**src/tsm_defines.svh**
```systemverilog
// Register offsets, field positions and reset values of the timer slave-mode controller.
`ifndef TSM_DEFINES_SVH
`define TSM_DEFINES_SVH
`define TSM_OFF_RUN_CONTROL   12'h000
`define TSM_OFF_SLAVE_CONTROL 12'h008
`define TSM_OFF_COUNT         12'h00c
`define TSM_FUNC_LSB          0
`define TSM_FUNC_MSB          2
`define TSM_RSVD_BIT          3
`define TSM_TSEL_LSB          4
`define TSM_TSEL_MSB          6
`define TSM_RUN_BIT           0
`define TSM_RESET_FUNC        3'h0
`define TSM_RESET_TSEL        3'h0
`define TSM_RESET_COUNT       16'h0000
`define TSM_RESP_OKAY         2'h0
`define TSM_RESP_SLVERR       2'h2
`endif

```
**src/tsm_pkg.sv**
```systemverilog
// Types shared by the timer slave-mode controller.
package tsm_pkg;
    // Slave function codes, in field order 000 to 111.
    typedef enum logic [2:0] {
        TSM_OFF, TSM_ENC1, TSM_ENC2, TSM_ENC3, TSM_RESET, TSM_GATED, TSM_TRIGGER, TSM_EXTCLK
    } tsm_func_type;
    // Trigger source codes, in field order 000 to 111.
    typedef enum logic [2:0] {
        TSM_SRC_INTERNAL_TRIGGER_ZERO, TSM_SRC_INTERNAL_TRIGGER_ONE, TSM_SRC_INTERNAL_TRIGGER_TWO, TSM_SRC_INTERNAL_TRIGGER_THREE,
        TSM_SRC_EDGE, TSM_SRC_TI1, TSM_SRC_TI2, TSM_SRC_ETR
    } tsm_src_type;
endpackage

```
**src/tsm_top.sv**
```systemverilog
// Timer slave-mode controller with its counter and AXI4-Lite register slave.
`timescale 1ns/1ps
`include "tsm_defines.svh"
module tsm_top #(
    parameter int COUNT_W = 16
) (
    input  wire logic                 i_clk,
    input  wire logic                 i_rst_b,
    input  wire logic [3:0]           i_internal_trigger,
    input  wire logic                 i_channel_one_edge_detector,
    input  wire logic                 i_channel_one_filtered_input,
    input  wire logic                 i_channel_two_filtered_input,
    input  wire logic                 i_filtered_external_trigger,
    input  wire logic [11:0]          i_awaddr,
    input  wire logic                 i_awvalid,
    output logic                      o_awready,
    input  wire logic [31:0]          i_wdata,
    input  wire logic [3:0]           i_wstrb,
    input  wire logic                 i_wvalid,
    output logic                      o_wready,
    output logic [1:0]                o_bresp,
    output logic                      o_bvalid,
    input  wire logic                 i_bready,
    input  wire logic [11:0]          i_araddr,
    input  wire logic                 i_arvalid,
    output logic                      o_arready,
    output logic [31:0]               o_rdata,
    output logic [1:0]                o_rresp,
    output logic                      o_rvalid,
    input  wire logic                 i_rready,
    output logic [COUNT_W-1:0]        o_count,
    output logic                      o_direction_down,
    output logic                      o_update_event,
    output logic                      o_counter_running,
    output tsm_pkg::tsm_func_type     o_slave_function
);
    import tsm_pkg::*;

    tsm_func_type       slave_function_select;  // Function field of the slave control register.
    tsm_src_type        trigger_source_select;  // Source field of the slave control register.
    logic               counter_run_bit;        // Counter run bit; hardware may also set it.
    logic               ti1_q;                  // Channel-one level one cycle ago.
    logic               ti2_q;                  // Channel-two level one cycle ago.
    logic               trg_q;                  // Selected trigger one cycle ago.
    logic               selected_trigger_input; // Output of the source multiplexer.
    logic               ti1_edge;               // Any edge on channel one.
    logic               ti2_edge;               // Any edge on channel two.
    logic               trg_rise;               // Rising edge on the selected trigger.
    logic               tick;                   // Counter advances this cycle.
    logic               down;                   // Direction for this tick.
    logic               clear;                  // Counter reinitialise this cycle.
    logic               wr_go;                  // Write address and data both taken now.
    logic               rd_go;                  // Read address taken now.
    logic               rd_smctrl;              // Last read targeted the slave control register.

    // Sources are filtered logic on the timer clock, so they are sampled without synchronisers.
    always_comb begin
        case (trigger_source_select)
            TSM_SRC_INTERNAL_TRIGGER_ZERO: selected_trigger_input = i_internal_trigger[0];
            TSM_SRC_INTERNAL_TRIGGER_ONE: selected_trigger_input = i_internal_trigger[1];
            TSM_SRC_INTERNAL_TRIGGER_TWO: selected_trigger_input = i_internal_trigger[2];
            TSM_SRC_INTERNAL_TRIGGER_THREE: selected_trigger_input = i_internal_trigger[3];
            TSM_SRC_EDGE: selected_trigger_input = i_channel_one_edge_detector;
            TSM_SRC_TI1:  selected_trigger_input = i_channel_one_filtered_input;
            TSM_SRC_TI2:  selected_trigger_input = i_channel_two_filtered_input;
            default:      selected_trigger_input = i_filtered_external_trigger;
        endcase
    end

    // Previous levels feed the edge detectors.
    always_ff @(posedge i_clk or negedge i_rst_b) begin
        if (!i_rst_b) begin
            ti1_q <= 1'b0;
            ti2_q <= 1'b0;
            trg_q <= 1'b0;
        end else begin
            ti1_q <= i_channel_one_filtered_input;
            ti2_q <= i_channel_two_filtered_input;
            // The edge detector follows a source change too, which is why software switches
            // the source only with the function field at zero.
            trg_q <= selected_trigger_input;
        end
    end

    assign ti1_edge = i_channel_one_filtered_input ^ ti1_q;
    assign ti2_edge = i_channel_two_filtered_input ^ ti2_q;
    assign trg_rise = selected_trigger_input & ~trg_q;
    assign wr_go    = i_awvalid & i_wvalid & ~o_awready & ~o_bvalid;
    assign rd_go    = i_arvalid & ~o_arready & ~o_rvalid;

    // Function decode: every mode needs the run bit to count; only the reset-mode clear works without it.
    always_comb begin
        tick  = 1'b0;
        down  = o_direction_down;
        clear = 1'b0;
        case (slave_function_select)
            TSM_OFF: begin
                tick = counter_run_bit;
            end
            TSM_ENC1: begin
                tick = counter_run_bit & ti2_edge;
                down = i_channel_two_filtered_input ~^ i_channel_one_filtered_input;
            end
            TSM_ENC2: begin
                tick = counter_run_bit & ti1_edge;
                down = i_channel_one_filtered_input ^ i_channel_two_filtered_input;
            end
            TSM_ENC3: begin
                // Simultaneous edges are not a legal quadrature step, so they are ignored.
                tick = counter_run_bit & (ti1_edge ^ ti2_edge);
                down = ti2_edge ? (i_channel_two_filtered_input ~^ i_channel_one_filtered_input)
                                : (i_channel_one_filtered_input ^ i_channel_two_filtered_input);
            end
            TSM_RESET: begin
                tick  = counter_run_bit & ~trg_rise;
                clear = trg_rise;
            end
            TSM_GATED: begin
                tick = counter_run_bit & selected_trigger_input;
            end
            TSM_TRIGGER: begin
                tick = counter_run_bit;
            end
            TSM_EXTCLK: begin
                tick = counter_run_bit & trg_rise;
            end
            default: begin
                tick = 1'b0;
            end
        endcase
    end

    // The counter itself; gating only holds it and never clears it.
    always_ff @(posedge i_clk or negedge i_rst_b) begin
        if (!i_rst_b) begin
            o_count          <= `TSM_RESET_COUNT;
            o_direction_down <= 1'b0;
            o_update_event   <= 1'b0;
        end else begin
            o_update_event <= clear;
            if (clear) begin
                o_count <= `TSM_RESET_COUNT;
            end else if (tick) begin
                o_direction_down <= down;
                o_count          <= down ? o_count - 1'b1 : o_count + 1'b1;
            end
        end
    end

    // Register writes; a trigger-mode start wins over a software clear in the same cycle.
    always_ff @(posedge i_clk or negedge i_rst_b) begin
        if (!i_rst_b) begin
            slave_function_select <= TSM_OFF;
            trigger_source_select <= TSM_SRC_INTERNAL_TRIGGER_ZERO;
            counter_run_bit       <= 1'b0;
        end else begin
            if (wr_go && i_wstrb[0]) begin
                if (i_awaddr == `TSM_OFF_SLAVE_CONTROL) begin
                    // Bit 3 has no storage, so writes to it vanish.
                    slave_function_select <= tsm_func_type'(i_wdata[`TSM_FUNC_MSB:`TSM_FUNC_LSB]);
                    trigger_source_select <= tsm_src_type'(i_wdata[`TSM_TSEL_MSB:`TSM_TSEL_LSB]);
                end
                if (i_awaddr == `TSM_OFF_RUN_CONTROL) begin
                    counter_run_bit <= i_wdata[`TSM_RUN_BIT];
                end
            end
            if (slave_function_select == TSM_TRIGGER && trg_rise) begin
                counter_run_bit <= 1'b1;
            end
        end
    end

    // Write handshake: both channels taken together; the response is raised only after the
    // ready pulse, so that it follows both address and data handshakes as the bus demands.
    always_ff @(posedge i_clk or negedge i_rst_b) begin
        if (!i_rst_b) begin
            o_awready <= 1'b0;
            o_wready  <= 1'b0;
            o_bvalid  <= 1'b0;
            o_bresp   <= `TSM_RESP_OKAY;
        end else begin
            o_awready <= wr_go;
            o_wready  <= wr_go;
            // The response code is judged at the taking edge and held until it is shown.
            if (wr_go) begin
                o_bresp  <= (i_awaddr == `TSM_OFF_RUN_CONTROL || i_awaddr == `TSM_OFF_SLAVE_CONTROL ||
                             i_awaddr == `TSM_OFF_COUNT) ? `TSM_RESP_OKAY : `TSM_RESP_SLVERR;
            end
            // Valid rises at the handshake edge, when the master still holds both valids.
            if (o_awready) begin
                o_bvalid <= 1'b1;
            end else if (i_bready) begin
                o_bvalid <= 1'b0;
            end
        end
    end

    // Read handshake: data latched when the address is taken, valid after the address handshake.
    // Unmapped reads give SLVERR.
    always_ff @(posedge i_clk or negedge i_rst_b) begin
        if (!i_rst_b) begin
            o_arready <= 1'b0;
            o_rvalid  <= 1'b0;
            o_rdata   <= 32'h00000000;
            o_rresp   <= `TSM_RESP_OKAY;
            rd_smctrl <= 1'b0;
        end else begin
            o_arready <= rd_go;
            // Valid must not come before the address handshake, so it follows the ready pulse.
            if (o_arready) begin
                o_rvalid <= 1'b1;
            end else if (i_rready) begin
                o_rvalid <= 1'b0;
            end
            if (rd_go) begin
                o_rresp   <= `TSM_RESP_OKAY;
                rd_smctrl <= (i_araddr == `TSM_OFF_SLAVE_CONTROL);
                case (i_araddr)
                    `TSM_OFF_RUN_CONTROL:   o_rdata <= {31'h00000000, counter_run_bit};
                    `TSM_OFF_SLAVE_CONTROL: o_rdata <= {25'h0000000, trigger_source_select,
                                                        1'b0, slave_function_select};
                    `TSM_OFF_COUNT:         o_rdata <= {{(32-COUNT_W){1'b0}}, o_count};
                    default: begin
                        o_rdata <= 32'h00000000;
                        o_rresp <= `TSM_RESP_SLVERR;
                    end
                endcase
            end
        end
    end

    // Status mirrors, straight from flip-flops.
    always_ff @(posedge i_clk or negedge i_rst_b) begin
        if (!i_rst_b) begin
            o_counter_running <= 1'b0;
            o_slave_function  <= TSM_OFF;
        end else begin
            o_counter_running <= counter_run_bit;
            o_slave_function  <= slave_function_select;
        end
    end

    off_mode_a: assert property (@(posedge i_clk) disable iff (!i_rst_b)
        slave_function_select == TSM_OFF && counter_run_bit |=> o_count != $past(o_count))
        else $error("Counter idle with slave mode off and run bit set.");
    enc_one_a: assert property (@(posedge i_clk) disable iff (!i_rst_b)
        slave_function_select == TSM_ENC1 && !ti2_edge |=> $stable(o_count))
        else $error("Encoder 1 counted without a channel-two edge.");
    enc_two_a: assert property (@(posedge i_clk) disable iff (!i_rst_b)
        slave_function_select == TSM_ENC2 && counter_run_bit && ti1_edge
        && !i_channel_two_filtered_input && i_channel_one_filtered_input |=> o_count == $past(o_count) - 1'b1)
        else $error("Encoder 2 counted in the wrong direction.");
    enc_three_a: assert property (@(posedge i_clk) disable iff (!i_rst_b)
        slave_function_select == TSM_ENC3 && !ti1_edge && !ti2_edge |=> $stable(o_count))
        else $error("Encoder 3 counted without an edge.");
    reset_mode_a: assert property (@(posedge i_clk) disable iff (!i_rst_b)
        slave_function_select == TSM_RESET && trg_rise |=> o_count == `TSM_RESET_COUNT && o_update_event)
        else $error("Reset mode did not clear the counter.");
    gated_hold_a: assert property (@(posedge i_clk) disable iff (!i_rst_b)
        slave_function_select == TSM_GATED && !selected_trigger_input |=> $stable(o_count))
        else $error("Gated mode moved while the trigger was low.");
    trigger_start_a: assert property (@(posedge i_clk) disable iff (!i_rst_b)
        slave_function_select == TSM_TRIGGER && trg_rise |=> counter_run_bit ##1 o_counter_running)
        else $error("Trigger mode did not start the counter.");
    ext_clock_a: assert property (@(posedge i_clk) disable iff (!i_rst_b)
        slave_function_select == TSM_EXTCLK && !trg_rise |=> $stable(o_count))
        else $error("External clock mode advanced without a trigger rise.");
    source_low_a: assert property (@(posedge i_clk) disable iff (!i_rst_b)
        trigger_source_select == TSM_SRC_INTERNAL_TRIGGER_ONE |-> selected_trigger_input == i_internal_trigger[1])
        else $error("Source 001 does not pick internal trigger one.");
    source_high_a: assert property (@(posedge i_clk) disable iff (!i_rst_b)
        trigger_source_select == TSM_SRC_ETR |-> selected_trigger_input == i_filtered_external_trigger)
        else $error("Source 111 does not pick the external trigger.");
    reserved_zero_a: assert property (@(posedge i_clk) disable iff (!i_rst_b)
        o_rvalid && rd_smctrl |-> o_rdata[`TSM_RSVD_BIT] == 1'b0)
        else $error("Reserved bit 3 read back as one.");
endmodule

```
**config.mk**
```make
export PLATFORM = sky130hd
export DESIGN_NAME = tsm_top
export DESIGN_NICKNAME = d
export VERILOG_FILES = /design/src/tsm_pkg.sv /design/src/tsm_top.sv
export VERILOG_INCLUDE_DIRS = /design/src
export SDC_FILE = /design/constraint.sdc
export NUM_CORES = 1
export LEC_CHECK = 0
export BUFFER_PORTS_ARGS = -buffer_cell sky130_fd_sc_hd__buf_2
export CAP_MARGIN = 20
export CORE_UTILIZATION = 43
export CTS_BUF_LIST = sky130_fd_sc_hd__clkbuf_16
export DETAILED_ROUTE_END_ITERATION = 10
export PLACE_DENSITY_LB_ADDON = 0.25
export SLEW_MARGIN = 0
export SYNTH_ARGS = -nofsm -noshare
export SYNTH_HDL_FRONTEND = slang
export SYNTH_SLANG_ARGS = --single-unit
```
**constraint.sdc**
```tcl
create_clock -name i_clk -period 3.5 [get_ports i_clk]
set_clock_uncertainty 0.15 [all_clocks]
set_input_delay 0.175 -clock i_clk [delete_from_list [all_inputs] [get_ports i_clk]]
set_output_delay 0.175 -clock i_clk [all_outputs]
set_load 0.02 [all_outputs]
```
; After elaboration in Yosys (flattened, before gate mapping)
; Cells that the tools add are included.
[totals]
output_inout_bits = 63
input_bits = 75
elab_cells = 97
register_bits = 72
[classes]
add_sub_neg = 2
reduce_logical = 18
muxes = 18
eq_ne = 17
bitwise = 24
[ops]
columns = cell, count
row1 = 12-bit by 4-bit == test with 1-bit output (second input constant), 4
row2 = 16-bit 2-to-1 mux, 3
row3 = 16-bit case mux with 3 select lines, 1
row4 = 12-bit logical NOT, 2
row5 = 3-bit == test (second input constant), 7
row6 = 16-bit by 1-bit adder with 16-bit output (second input constant), 1
row7 = 16-bit by 1-bit subtractor with 16-bit output (second input constant), 1
row8 = 1-bit case mux with 7 select lines, 2
row9 = 1-bit AND, 12
row10 = 3-bit by 2-bit == test with 1-bit output (second input constant), 4
row11 = 2-bit nonzero test, 5
row12 = 1-bit 2-to-1 mux, 9
row13 = 1-bit inverter, 7
row14 = 3-bit by 1-bit == test with 1-bit output (second input constant), 2
row15 = 3-bit logical NOT, 2
row16 = 2-bit AND reduction, 3
row17 = 2-bit 2-to-1 mux, 2
row18 = 1-bit bitwise XOR, 4
row19 = 1-bit case mux with 3 select lines, 1
row20 = 3-bit OR reduction, 1
row21 = 1-bit logical AND, 2
row22 = 1-bit logical OR, 2
row23 = 2-bit OR reduction, 1
row24 = 1-bit XNOR, 1

; Depth between registers and ports, before layout
[depth]
ltp_word = 8
mapped_depth = 12
ltp_nobuf = 11

; Worst setup path after synthesis
; Ideal clock, no wire load.
[synth_timing]
path_type = flip-flop to flip-flop
startpoint = register slave_function_select[0]
endpoint = register o_count[12]
arrival_time_ps = 3194
setup_ps = 122
path_stages_with_launch = 13
synth_period_minus_slack_ps = 3466
n_path_buf = 1
setup_slack_ps = 34
t_required_ps = 3228
path_cell_list = dfrtp_1 > clkbuf_1 > nor2_1 > nor2_1 > o32a_1 > inv_1 > fa_1 > nand3b_1 > a21boi_0 > a221oi_1 > a21oi_1 > mux2_2 > a32o_1
[synth_via]
elab_chain_cells = 5
word_cells_on_any_way = 16
classes_between = eq/ne: 7 / mux: 6 / reduce/logical: 3
[synth_rtl]
columns = item, line
row1 = from (decl), tsm_top.sv:39  ; tsm_func_type slave_function_select;
row2 = from (signal assigned), tsm_top.sv:160  ; slave_function_select <= tsm_func_type'(i_wdata[`TSM_FUNC_MSB:`TSM_FUNC_LSB]);
row3 = 3-bit by 2-bit == test with 1-bit output or 3-bit by 1-bit == test with 1-bit output (tied branches), tsm_top.sv:96  ; case (slave_function_select)
row4 = 1-bit case mux with 3 select lines *, tsm_top.sv:96
row5 = net down, tsm_top.sv:50  ; logic down;
row6 = 16-bit 2-to-1 mux *, tsm_top.sv:145  ; o_count <= down ? o_count - 1'b1 : o_count + 1'b1;
row7 = 16-bit 2-to-1 mux *, tsm_top.sv:143  ; end else if (tick) begin
row8 = 16-bit 2-to-1 mux *, tsm_top.sv:141  ; if (clear) begin
row9 = to (signal assigned), tsm_top.sv:136  ; o_count <= `TSM_RESET_COUNT;
row10 = to (signal assigned), tsm_top.sv:142  ; o_count <= `TSM_RESET_COUNT;
row11 = to (signal assigned), tsm_top.sv:145
row12 = to (decl), tsm_top.sv:31  ; output logic [COUNT_W-1:0] o_count,
; The timed path passes the listed nets; every way through them passes the cells marked *. The select of a mux whose other input is x is not followed.
; A chain may end at the register's enable or synchronous reset.

; Final worst setup path
[layout_timing]
startpoint = register ti2_q
endpoint = register o_count[12]
[layout_via]
elab_chain_cells = 6
word_cells_on_any_way = 11
classes_between = mux: 6 / bitwise: 4 / reduce/logical: 1
[layout_rtl]
columns = item, line
row1 = from (decl), tsm_top.sv:43  ; logic ti2_q;
row2 = from (signal assigned), tsm_top.sv:78  ; ti2_q <= i_channel_two_filtered_input;
row3 = 1-bit bitwise XOR, tsm_top.sv:86  ; assign ti2_edge = i_channel_two_filtered_input ^ ti2_q;
row4 = 1-bit 2-to-1 mux, tsm_top.sv:111  ; down = ti2_edge ? (i_channel_two_filtered_input ~^ i_channel_one_filtered_input)
row5 = 1-bit case mux with 3 select lines, tsm_top.sv:96
row6 = net down, tsm_top.sv:50
row7 = 16-bit 2-to-1 mux, tsm_top.sv:145
row8 = 16-bit 2-to-1 mux, tsm_top.sv:143
row9 = 16-bit 2-to-1 mux, tsm_top.sv:141
; The timed path passes the listed nets, and every way through them passes these cells. The select of a mux whose other input is x is not followed.

==> impl_metrics.py <==
metrics = {
    "route": {
        "detail_route.wl_per_cell_um": 13.9,
        "ant_nets": 0,
        "first_iter_violations": 107,
        "routed_wl_um": 7300,
        "vias": 2691,
        "via_per_inst": 5.14,
        "drt-pass1-iter-count": 4,
        "drc": 0,
    },
    "power_and_ir_drop": {
        "combinationalPowerShare": 0.111,
        "power_density_mw_per_mm2": 338,
        "power.net_switching_mw": 0.322,
        "peakVddDrop_v": 0.000231,
        "p_leak_nw": 2.16,
        "seqPwrFrac": 0.482,
        "pwr-share-clk": 0.407,
        "p_int_mw": 1.02,
        "switching_share": 0.239,
    },
    "clock_network": {
        "cts_sinks": 54,
        "numCtsBuffers": 5,
        "htreeDepth": 2,
        "post-cts-setup-buffers": 0,
        "clk_pin_slew_ns": 0.07,
        "cts_tree": "yes",
        "cts_buffer_depth": 2,
        "root_buffer": "clkbuf_16",
        "clk_latency_ns": 0.29,
    },
    "floorplan": {
        "die_w_um": 88.2,
        "rows": 31,
        "die_area_mm2": 0.00777,
        "num_io_pins": 138,
        "die_h_um": 88.2,
        "core_area_mm2": 0.00721,
        "start_util": 0.443,
    },
    "sta": {
        "slew_viol_final": 0,
        "period_minus_slack_ns": 3.30,
        "fin_tns_setup_ns": 0,
        "maxSlewHeadroom": 0.622,
        "layout_setup_ws_ns": 0.198,
        "worst_slew_pin_slew_ns": 0.567,
        "period_share": 0.943,
        "rsz0062_at_grt": "false",
        "setup_viol": 0,
        "max_freq_ghz": 0.303,
        "final_hold_viol_count": 0,
    },
    "synth": {
        "ys.flop_type": "dfrtp_1",
        "yosys_warnings": 0,
        "syn-cell-area_mm2": 0.00319,
        "syn_area_per_cell_um2": 10.0,
        "synth_seq_area_share": 0.423,
        "async_flop_share": 1.00,
        "yosysUniqueCellTypes": 60,
        "netlist_instances": 319,
        "synth-seq-cells": 54,
        "synth_edf_count": 0,
    },
    "cells_and_area": {
        "drive_gt1_frac": 0.296,
        "area_delta_synth_final_pct": 24.7,
        "antennaDiodeCount": 0,
        "stdcell_area_mm2": 0.00398,
        "layout.nets": 517,
    },
    "global_routing": {
        "grt_overflow": 0,
        "track_usage": 0.204,
        "first_global_vias": 2439,
        "grt_antenna_before_repair": 0,
        "grt_max_degree": 33,
        "grt_pass1_wl_um": 12200,
    },
    "critical_path": {
        "cp.arrival_ns": 3.33,
        "cp-start-kind": "flop",
        "cpMaxStageDelayCell": "o32a_2",
        "crit_chain": "xor2_1, and3_1, o32a_2, ha_1, a21o_1, a21o_1, a221oi_1, a21oi_1, mux2_2, a32o_1",
        "crit_type": "reg2reg",
        "crit_required_ns": 3.53,
        "slowest_delay_ns": 0.43,
        "cp_top_family": "compound AO/OA/AOI/OAI gates",
        "path_common_cell": "a21o_1",
        "cp-end-kind": "flop",
        "path_buf_inv": 0,
        "r2r_slack_ns": 0.20,
        "cp_max_fo": 10,
    },
    "place": {
        "port-buffer-count": 90,
        "place_area_mm2": 0.00372,
        "hpwl_um": 5550,
        "gp_congestion": 0.820,
        "place_ws_ns": 0.100,
    },
    "worst_hold_path": {
        "hold_path.class": "in2reg",
    },
    "outcome": {
        "outcome": "completed",
    },
    "flow_run": {
        "maxCapViolations": 0,
    },
}
tightest hold or removal path, cell delays in order:
cell	delay, ns
buf_2	0.10
inv_1	0.04
a21o_1	0.09
state kept, by name (all words and copies together) (netlist names), 3 cells and up:
| register | count |
|---|---|
| o_slave_function | 3 |
| o_rdata | 16 |
| o_count | 16 |
| slave_function_select | 3 |
| trigger_source_select | 3 |
cell usage after synthesis (2+ instances only):
| library cell | count | area, µm² |
|---|---|---|
| a221oi_1 | 2 | 17.5 |
| nand3b_1 | 2 | 15.0 |
| xnor2_1 | 5 | 43.8 |
| nor2b_1 | 2 | 12.5 |
| buf_4 | 20 | 150 |
| o32a_1 | 2 | 20.0 |
| nand2_1 | 41 | 154 |
| nor2_1 | 15 | 56.3 |
| and2_1 | 3 | 18.8 |
| clkbuf_1 | 5 | 18.8 |
| ha_1 | 16 | 200 |
| a22oi_1 | 5 | 37.5 |
| a211o_1 | 3 | 26.3 |
| o21a_1 | 3 | 22.5 |
| or2_2 | 2 | 12.5 |
| nor4_1 | 4 | 25.0 |
| dfrtp_1 | 54 | 1350 |
| mux2_2 | 8 | 90.1 |
| o22ai_1 | 2 | 12.5 |
| a21oi_1 | 11 | 55.1 |
| or4_1 | 2 | 15.0 |
| mux2i_1 | 2 | 20.0 |
| a211oi_1 | 4 | 30.0 |
| a32o_1 | 3 | 30.0 |
| nand4b_1 | 2 | 17.5 |
| nand2b_1 | 2 | 12.5 |
| o21bai_1 | 2 | 15.0 |
| o211a_1 | 2 | 20.0 |
| nand3_1 | 15 | 75.1 |
| a22o_1 | 8 | 70.1 |
| o32ai_1 | 2 | 17.5 |
| a31oi_1 | 3 | 18.8 |
| inv_1 | 11 | 41.3 |
| and3_1 | 2 | 12.5 |
| a21o_1 | 9 | 67.6 |
| o21ai_0 | 15 | 75.1 |
| xor2_1 | 7 | 61.3 |
power by group through the flow:
stage	Clock, mW	Combinational (mW)	Sequential [mW]
2_1_floorplan	0	0.0801	0.677
3_3_place_gp	0	0.139	0.661
3_5_place_dp	0	0.142	0.661
4_1_cts	0.558	0.150	0.649
5_1_grt	0.588	0.167	0.651
6_report	0.547	0.149	0.649
path summary, 6_finish.rpt:
kind,from,endpoint,cells past startpoint
max reg2reg,ti2_q,o_count[12],10
min,i_bready,o_bvalid,3
min reg2reg,o_rdata[8],o_rdata[8],2
max in group asynchronous,i_rst_b,o_update_event,3
max,ti2_q,o_count[12],10
min in group asynchronous,i_rst_b,o_count[10],2
stage by stage:
stage / total power [mW] / instances / utilization / hold slack, ns
CTS: 1.36 / 524 / 0.550 / 0.00130
detailed placement: 0.804 / 508 / 0.516 / 0.0316
floorplan: 0.757 / 336 / - / -0.271
global placement: 0.800 / 508 / 0.516 / 0.0283
finish: 1.35 / 524 / 0.552 / 0.00147
global route: 1.41 / 524 / 0.552 / 0.0125
cell usage in the layout (no fill, tap or decap), drive strengths merged, types with 4 or more instances in the layout:
cell type	instances
nor4	4
a21oi	11
mux2	8
inv	11
dfrtp	54
a22o	8
nand3	15
buf	100
xnor2	5
dlygate4sd3	9
nand2	41
a21o	10
clkbuf	5
conb	18
a22oi	5
o21ai	15
ha	16
a211oi	4
nor2	15
a31oi	4
xor2	7
cells by family after synthesis:
logic type,after synthesis,synth area share
mux,13,0.0541
fa+ha+maj,17,0.0690
buf+inv,38,0.0709
flops,54,0.423
compound gates,86,0.200
other cells,1,0.00117
xor+xnor,12,0.0329
simple gates,98,0.149
repair_timing:
item                       CTS  global route
gates resized for setup      0             4
hold buffers                 9             0
setup endpoints to repair    0             3
hold endpoints to repair    31             0
metal layers:
| metal | part of all wire | GRT usage | up-vias |
|---|---|---|---|
| met5 | 0 | 0 | - |
| met4 | 0.0063 | 0.0396 | 0 |
| met3 | 0.044 | 0.0481 | 2 |
| met2 | 0.46 | 0.318 | 67 |
| met1 | 0.49 | 0.291 | 1277 |
| li1 | - | - | 1345 |
cell type report:
type                       instances  area (µm²)
clock buffer                       5         125
sequential                        54        1350
tap                               99         124
clock inverter                     2        33.8
fill                             671        3230
multi-input combinational        244        1690
timing repair buffer             109         616
inverter                          11        41.3
(Power assumes the default switching activity.)
